## src/verilog/fpd_pkg.sv

```systemverilog
// package: front panel display and knob constants
package fpd_pkg;
	// ----------------------------------------
	// decoded locations
	// ----------------------------------------
	localparam logic [2:0] LOC_SELECT = 3'h0;
	localparam logic [2:0] LOC_LOWER_SEG = 3'h1;
	localparam logic [2:0] LOC_UPPER_SEG = 3'h2;
	localparam logic [2:0] LOC_LIGHTBAR = 3'h3;
	localparam logic [2:0] LOC_KNOB_CLEAR = 3'h4;
	localparam logic [2:0] LOC_PANEL_INPUT = 3'h5;
	// ----------------------------------------
	// field positions and reset values
	// ----------------------------------------
	localparam int SELECT_ENABLE_BIT = 3;
	localparam int UPPER_SEG_LSB = 0;
	localparam int UPPER_BAR_LSB = 2;
	localparam int PANEL_SPARE_BIT = 6;
	localparam logic [3:0] SELECT_RESET = 4'h0;
	localparam logic [7:0] LATCH_RESET = 8'h00;
	localparam logic [3:0] KNOB_PRELOAD = 4'h0;
	// ----------------------------------------
	// host timing
	// ----------------------------------------
	localparam int CLOCK_MHZ = 250;
	localparam int REFRESH_US_X10 = 25; // 2.5 ms per display, in tenths of a ms
	localparam int REFRESH_CYCLES = REFRESH_US_X10 * 100 * CLOCK_MHZ;
	localparam int DISPLAY_COUNT = 8;
	localparam int DEBOUNCE_READS = 4;
endpackage : fpd_pkg

```

## src/verilog/fpd_bus_if.sv

```systemverilog
// interface: parallel bus between host and front panel
`timescale 1ns/1ps
`default_nettype none
interface fpd_bus_if;
	logic [2:0] address;
	logic [7:0] writeData;
	logic writeStrobe;
	logic readStrobe;
	logic [7:0] readData;
	modport device (input address, writeData, writeStrobe, readStrobe, output readData);
	modport host (output address, writeData, writeStrobe, readStrobe, input readData);
endinterface : fpd_bus_if
`default_nettype wire

```

## src/verilog/fpd_panel.sv

```systemverilog
// module: front panel display drivers, lightbars, knob counter and buttons
//
// Decided for this implementation: the register addresses and the plain strobed port.
`timescale 1ns/1ps
`default_nettype none
module fpd_panel (
	// clock and reset
	input wire logic clock,
	input wire logic rst,
	// host bus
	fpd_bus_if.device bus,
	// knob phases and buttons
	input wire logic knobPhaseA,
	input wire logic knobPhaseB,
	input wire logic [3:0] panelSwitchInputs,
	// display drive
	output logic [7:0] displaySelectN,
	output logic [9:0] segmentDrive,
	output logic [10:0] lightbarDrive
);
	// ----------------------------------------
	// latches
	// ----------------------------------------
	logic [3:0] selectLatch;
	logic [7:0] lowerSeg;
	logic [7:0] upperSeg;
	logic [7:0] lightbarLatch;
	logic [3:0] knobCount;
	logic [2:0] shapeA;
	logic [2:0] shapeB;
	logic levelA;
	logic levelB;
	logic [7:0] next_readData;

	// ----------------------------------------
	// bus decode
	// ----------------------------------------
	// strobes are one cycle wide, so each access is seen exactly once
	wire logic busWrite = bus.writeStrobe;
	wire logic anyAccess = bus.writeStrobe | bus.readStrobe;

	// ----------------------------------------
	// display select
	// ----------------------------------------
	// one-hot low decode of the select index
	// all outputs high while the enable bit is low, so nothing is lit
	function automatic logic [7:0] decodeSelect(input logic [3:0] sel);
		logic [7:0] onehot;
		onehot = 8'hFF;
		if (sel[fpd_pkg::SELECT_ENABLE_BIT]) begin
			onehot[sel[2:0]] = 1'b0;
		end
		return onehot;
	endfunction

	// select latch; zero in enable bit blanks everything
	// an enabled write with a new index moves the lit display in one step
	// the index is only loaded, never counted: the host owns the order
	always_ff @(posedge clock or posedge rst) begin
		if (rst) begin
			selectLatch <= fpd_pkg::SELECT_RESET;
		end else if (busWrite && bus.address == fpd_pkg::LOC_SELECT) begin
			selectLatch <= bus.writeData[3:0];
		end
	end

	// ----------------------------------------
	// segment and lightbar latches
	// ----------------------------------------
	// a latch keeps its value until the next write, blank or reset
	// blanking clears all three at the edge of the select write
	// segment and lightbar latches, cleared by reset or blanking
	always_ff @(posedge clock or posedge rst) begin
		if (rst) begin
			lowerSeg <= fpd_pkg::LATCH_RESET;
			upperSeg <= fpd_pkg::LATCH_RESET;
			lightbarLatch <= fpd_pkg::LATCH_RESET;
		end else if (busWrite && bus.address == fpd_pkg::LOC_SELECT &&
				!bus.writeData[fpd_pkg::SELECT_ENABLE_BIT]) begin
			lowerSeg <= fpd_pkg::LATCH_RESET;
			upperSeg <= fpd_pkg::LATCH_RESET;
			lightbarLatch <= fpd_pkg::LATCH_RESET;
		end else if (busWrite) begin
			if (bus.address == fpd_pkg::LOC_LOWER_SEG) begin
				lowerSeg <= bus.writeData;
			end
			if (bus.address == fpd_pkg::LOC_UPPER_SEG) begin
				upperSeg <= bus.writeData;
			end
			if (bus.address == fpd_pkg::LOC_LIGHTBAR) begin
				lightbarLatch <= bus.writeData;
			end
		end
	end

	// ----------------------------------------
	// drive outputs
	// ----------------------------------------
	// one flop stage after the latches keeps every pin free of glitches
	// a full-size lightbar takes two bits, one for each half
	// registered drive outputs
	always_ff @(posedge clock or posedge rst) begin
		if (rst) begin
			displaySelectN <= 8'hFF;
			segmentDrive <= 10'h000;
			lightbarDrive <= 11'h000;
		end else begin
			displaySelectN <= decodeSelect(selectLatch);
			segmentDrive <= {upperSeg[fpd_pkg::UPPER_SEG_LSB +: 2], lowerSeg};
			// each bit drives one half of a split lightbar
			lightbarDrive <= {upperSeg[fpd_pkg::UPPER_BAR_LSB +: 3], lightbarLatch};
		end
	end

	// ----------------------------------------
	// control knob
	// ----------------------------------------
	// the inversion mirrors the input stage, so an idle high pin is level low
	// a pulse shorter than two clocks never reaches the level flops
	// phase B is shaped the same way so both phases see equal delay
	// knob shaping: sync, invert, require two equal samples
	always_ff @(posedge clock or posedge rst) begin
		if (rst) begin
			shapeA <= 3'h0;
			shapeB <= 3'h0;
			levelA <= 1'b0;
			levelB <= 1'b0;
		end else begin
			shapeA <= {shapeA[1:0], ~knobPhaseA};
			shapeB <= {shapeB[1:0], ~knobPhaseB};
			if (shapeA[2] == shapeA[1]) begin
				levelA <= shapeA[2];
			end
			if (shapeB[2] == shapeB[1]) begin
				levelB <= shapeB[2];
			end
		end
	end

	// a clear and a step in one cycle: the clear wins and the step is lost
	// the counter wraps silently; the host must poll often enough
	// up/down knob counter, cleared by access to location 4
	always_ff @(posedge clock or posedge rst) begin
		if (rst) begin
			knobCount <= fpd_pkg::KNOB_PRELOAD;
		end else if (anyAccess && bus.address == fpd_pkg::LOC_KNOB_CLEAR) begin
			knobCount <= fpd_pkg::KNOB_PRELOAD;
		end else if (levelA == 1'b0 && shapeA[2] == 1'b1 && shapeA[1] == 1'b1) begin
			// rising shaped phase A; phase B high means clockwise
			if (levelB) begin
				knobCount <= knobCount + 4'h1;
			end else begin
				knobCount <= knobCount - 4'h1;
			end
		end
	end

	// ----------------------------------------
	// front panel input buffer
	// ----------------------------------------
	// only the buffer location returns data; every other read gives zero
	// buttons pass straight through; debouncing is left to the host
	// read mux
	always_comb begin
		next_readData = 8'h00;
		if (bus.readStrobe && bus.address == fpd_pkg::LOC_PANEL_INPUT) begin
			next_readData[2:0] = knobCount[3:1];
			next_readData[5:3] = panelSwitchInputs[2:0];
			next_readData[fpd_pkg::PANEL_SPARE_BIT] = 1'b1;
			next_readData[7] = panelSwitchInputs[3];
		end
	end

	// ----------------------------------------
	// read port
	// ----------------------------------------
	// zero between reads, so a stale value is never taken twice
	// read data stands one cycle after the strobe
	always_ff @(posedge clock or posedge rst) begin
		if (rst) begin
			bus.readData <= 8'h00;
		end else begin
			bus.readData <= next_readData;
		end
	end
endmodule : fpd_panel
`default_nettype wire

```

## src/flat_wrapper.sv

```systemverilog
// flat-port wrapper written by rule: the top's interface ports become plain ports
module fpd_panel_flat 
  (clock, rst, knobPhaseA, knobPhaseB, panelSwitchInputs, displaySelectN, segmentDrive, lightbarDrive, bus_address, bus_writeData, bus_writeStrobe, bus_readStrobe, bus_readData);
  fpd_bus_if bus_i ();
  input wire logic clock;
  input wire logic rst;
  input wire logic knobPhaseA;
  input wire logic knobPhaseB;
  input wire logic [3:0] panelSwitchInputs;
  output logic [7:0] displaySelectN;
  output logic [9:0] segmentDrive;
  output logic [10:0] lightbarDrive;
  input wire logic [$bits(bus_i.address)-1:0] bus_address;
  input wire logic [$bits(bus_i.writeData)-1:0] bus_writeData;
  input wire logic [$bits(bus_i.writeStrobe)-1:0] bus_writeStrobe;
  input wire logic [$bits(bus_i.readStrobe)-1:0] bus_readStrobe;
  output wire logic [$bits(bus_i.readData)-1:0] bus_readData;
  assign bus_i.address = bus_address;
  assign bus_i.writeData = bus_writeData;
  assign bus_i.writeStrobe = bus_writeStrobe;
  assign bus_i.readStrobe = bus_readStrobe;
  assign bus_readData = bus_i.readData;
  fpd_panel u_core (.clock(clock), .rst(rst), .bus(bus_i), .knobPhaseA(knobPhaseA), .knobPhaseB(knobPhaseB), .panelSwitchInputs(panelSwitchInputs), .displaySelectN(displaySelectN), .segmentDrive(segmentDrive), .lightbarDrive(lightbarDrive));
endmodule
```

## config.mk

```make
export PLATFORM = sky130hd
export DESIGN_NAME = fpd_panel_flat
export DESIGN_NICKNAME = d
export VERILOG_FILES = /design/src/verilog/fpd_pkg.sv /design/src/verilog/fpd_bus_if.sv /design/src/verilog/fpd_panel.sv /design/src/flat_wrapper.sv
export SDC_FILE = /design/constraint.sdc
export NUM_CORES = 1
export LEC_CHECK = 0
export BUFFER_PORTS_ARGS = -buffer_cell sky130_fd_sc_hd__buf_2
export CAP_MARGIN = 25
export CORE_ASPECT_RATIO = 1.4
export CORE_MARGIN = 2
export CORE_UTILIZATION = 55
export DETAILED_ROUTE_END_ITERATION = 8
export PLACE_DENSITY = 0.83
export SYNTH_ARGS = -nofsm -noshare
export SYNTH_HDL_FRONTEND = slang
export SYNTH_SLANG_ARGS = --single-unit
```

## constraint.sdc

```tcl
create_clock -name clock -period 5.4 [get_ports clock]
set_input_delay 0.27 -clock clock [delete_from_list [all_inputs] [get_ports clock]]
set_output_delay 0.27 -clock clock [all_outputs]
set_load 0.005 [all_outputs]
```

==> results.txt <==
----------------------------------------------------
[Final layout]
  Share of layout cells above drive strength 1 ... 34.6%
  Commonest non-fill, non-tap cell in the layout ... sky130_fd_sc_hd__dfrtp_1
  Total Nets Final ... 273
  Antenna cells ... 0
  Commonest non-fill, non-tap cells in the layout ... sky130_fd_sc_hd__dfrtp_1, sky130_fd_sc_hd__buf_2, sky130_fd_sc_hd__nand2_1
  Area overhead of the layout relative to synthesis ... 22.2%

[GRT]
  Maximum number of pins on one net before global-route repair ... 75
  Gr usage total ... 18.3%
  Wire length of the first global-routing pass ... 6.84 mm
  Total congestion overflow ... 0
  Number of global-route vias before repair ... 1567
  Initial antenna violation count ... 0

[Floorplan]
  Die W ... 61.7 um
  IO Pins ... 58
  Core box area ... 4500 um^2
  Std cell rows ... 29
  Die Ht ... 84.8 um
  Initial cell density of the core ... 57.1%
  Floorplan die area ... 5240 um^2

[Synthesis]
  Flops & latches, synth ... 74
  Share of the yosys chip area belonging to registers ... 72.5%
  Summed instance area of the synthesized netlist ... 2570 um^2
  Syn_area_per_cell ... 14.0 um^2
  Synth warn ... 0
  Syn nets ... 208
  Number of distinct library cells after synthesis ... 33
  Synth Instances ... 184

[Drt]
  Post-route DRC ... 0
  Antenna Nets Post-Route ... 0
  Via density per instance ... 4.97
  Drt first pass iters ... 5
  Total wire length after detailed routing ... 4.16 mm
  Drt initial violations ... 59
  Total via count after detailed routing ... 1572
  WL per Instance ... 13.2 um

[Critical path]
  Critical path's slowest cell ... sky130_fd_sc_hd__dfrtp_1
  Setup crit start kind ... register
  Most prevalent standard cell on the critical path ... sky130_fd_sc_hd__a21oi_1
  Worst endpoint required time ... 5.61 ns
  Cell type group with the largest total delay on the critical path ... compound AO/OA/AOI/OAI gates
  Buf/Inv on CP ... 1
  Cells along the critical path ... inv_1, ha_1, a21oi_1, a21oi_1, o21ai_1, mux2_2
  Type of destination of the critical path ... register
  Worst path arrival time ... 1.92 ns
  Crit path max fanout ... 5
  Worst Setup Path Type ... register to register
  Stage delay of the slowest cell on the critical path ... 0.38 ns

[Clocking]
  CTS H-Tree Depth ... 3
  CTS tree ... yes
  Maximum root-to-sink buffer count ... 2
  CTS root buf ... sky130_fd_sc_hd__clkbuf_8
  Clock insertion delay at the later pin of the skew report ... 0.33 ns
  Number of gates given a new drive strength after cts ... 0
  Clock tree sinks ... 74
  Clock Pin Slew Worst Setup and Hold Paths ... 0.07 ns
  Post-CTS repair timing setup buffer count ... 0
  Clock buffers created by TritonCTS ... 9
  Number of buffers inserted for hold repair after clock tree synthesis ... 0

[Timing]
  Total negative slack for setup checks ... 0 ns
  Transition time of the tightest slew-check pin ... 0.867 ns
  Final Cycle Share ... 31.8%
  Setup violators final ... 0
  Final Max Tran Viols ... 0
  Max Clock Freq ... 0.583 GHz
  Tmin final ... 1.71 ns
  Post-route worst hold slack ... 0.0766 ns
  Worst slew margin relative to its limit ... 42.2%
  Number of endpoints with negative hold slack in the final report ... 0
  Setup repair after global routing missed its margin ... false
  Final worst clock skew ... 0.00497 ns

[Placement]
  HPWL reported at the end of detailed placement ... 2.87 mm
  Count of buffers inserted at the top-level ports ... 57
  Gpl congestion ... 0.801

[Job]
  Maximum capacitance violations ... 0

[Pwr]
  Leakage power total ... 0.00153 uW
  Total power divided by cell area ... 426 nW/um^2
  Worst vdd ir ... 0.310 mV

[Worst hold path]
  Min-delay worst type ... primary input to register

[Outcome]
  Outcome ... finished clean

----------------------------------------------------
per-stage QoR:
stage,utilization [%],area [um^2],instances,power (uW),setup WS [ns]
floorplan,-,2570,184,808,3.26
global placement,64.9,2920,300,876,3.70
detailed placement,64.9,2920,300,891,3.68
CTS,69.7,3140,316,1350,3.68
global route,69.7,3140,316,1410,3.55
finish,69.7,3140,316,1340,3.69
worst register-to-register path, delay by kind of cell, from the launching register on:
kind	cells	cell delay (ns)
DFF	1	0.38
buffers and inverters	1	0.15
adders and majority gates	1	0.29
AOI/OAI and AO/OA	3	0.44
muxes	1	0.35
state kept, by name, summed over array words and instances (netlist names):
register / flops
u_core.bus.readData: 8
u_core.displaySelectN: 8
u_core.knobCount: 4
u_core.levelA: 1
u_core.levelB: 1
u_core.lightbarDrive: 11
u_core.lightbarLatch: 8
u_core.lowerSeg: 8
u_core.segmentDrive: 10
u_core.selectLatch: 4
u_core.shapeA: 3
u_core.shapeB: 3
u_core.upperSeg: 5
layout make-up:
type	instances	area (um^2)
clock buffers	11	141
clock inverters	5	77.6
fillers	348	1360
inverters	5	18.8
multi-input cells	101	668
flip-flops and latches	74	1860
well taps	62	77.6
repair buffers	58	293
report_power, final:
| group | leakage, uW | internal [uW] | switching, uW |
|---|---|---|---|
| Sequential | 0.000915 | 650 | 50.6 |
| Clock | 0.000109 | 271 | 188 |
| Combinational | 0.000507 | 89.1 | 87.5 |
| Total | 0.00153 | 1010 | 327 |
synth_stat cells:
| cell type | instances | area [um^2] |
|---|---|---|
| sky130_fd_sc_hd__nor3_2 | 1 | 10.0 |
| sky130_fd_sc_hd__o21ai_1 | 1 | 5.00 |
| sky130_fd_sc_hd__buf_2 | 3 | 15.0 |
| sky130_fd_sc_hd__clkbuf_1 | 1 | 3.75 |
| sky130_fd_sc_hd__nor4b_2 | 1 | 15.0 |
| sky130_fd_sc_hd__ha_1 | 2 | 25.0 |
| sky130_fd_sc_hd__fa_1 | 1 | 20.0 |
| sky130_fd_sc_hd__mux2i_1 | 8 | 80.1 |
| sky130_fd_sc_hd__mux2_1 | 4 | 45.0 |
| sky130_fd_sc_hd__dfstp_2 | 8 | 210 |
| sky130_fd_sc_hd__inv_1 | 4 | 15.0 |
| sky130_fd_sc_hd__and4_1 | 1 | 8.76 |
| sky130_fd_sc_hd__o32a_1 | 1 | 10.0 |
| sky130_fd_sc_hd__dfrtp_1 | 66 | 1650 |
| sky130_fd_sc_hd__mux2_2 | 1 | 11.3 |
| sky130_fd_sc_hd__nand3_1 | 6 | 30.0 |
| sky130_fd_sc_hd__a211o_1 | 1 | 8.76 |
| sky130_fd_sc_hd__xnor2_1 | 2 | 17.5 |
| sky130_fd_sc_hd__nand4_1 | 1 | 6.26 |
| sky130_fd_sc_hd__a21oi_1 | 9 | 45.0 |
| sky130_fd_sc_hd__and3_1 | 3 | 18.8 |
| sky130_fd_sc_hd__nor2b_1 | 5 | 31.3 |
| sky130_fd_sc_hd__nor2_2 | 1 | 6.26 |
| sky130_fd_sc_hd__inv_2 | 1 | 3.75 |
| sky130_fd_sc_hd__nand2_1 | 18 | 67.6 |
| sky130_fd_sc_hd__maj3_1 | 2 | 20.0 |
| sky130_fd_sc_hd__a22o_1 | 4 | 35.0 |
| sky130_fd_sc_hd__nor4_4 | 1 | 21.3 |
| sky130_fd_sc_hd__and2_1 | 7 | 43.8 |
| sky130_fd_sc_hd__nand2b_1 | 1 | 6.26 |
| sky130_fd_sc_hd__a211oi_1 | 1 | 7.51 |
| sky130_fd_sc_hd__o22a_1 | 1 | 8.76 |
| sky130_fd_sc_hd__nor2_1 | 17 | 63.8 |
kinds of logic (layout without fill, tap and decap cells):
logic type,Yosys count,after routing,share of synthesized area (%)
muxes,13,13,5.31
DFF,74,74,72.5
and+or+nand+nor,63,63,12.8
AOI/OAI and AO/OA,18,18,4.68
adders and majority gates,5,5,2.53
xor gates and xnor gates,2,2,0.682
buffers and inverters,9,79,1.46
routing by layer:
metal  vias up  track usage [%]  wire (um)
met1       773             21.7       1710
li1        752                -          -
met4         0             9.48         67
met5         -                0          0
met3         7             6.25        168
met2        40             28.7       2210
final timing paths:
path	from	to	slack, ns	depth (start not counted)
worst max-delay path	u_core.levelB	u_core.knobCount[3]	3.69	6
worst min-delay path	knobPhaseB	u_core.shapeB[0]	0.08	2
worst max register to register	u_core.levelB	u_core.knobCount[3]	3.69	6
worst min register to register	u_core.shapeA[0]	u_core.shapeA[1]	0.35	0
max in group asynchronous	rst	u_core.lightbarDrive[7]	4.64	3
min in group asynchronous	rst	u_core.bus.readData[7]	0.19	3
(Power assumes the default switching activity.)
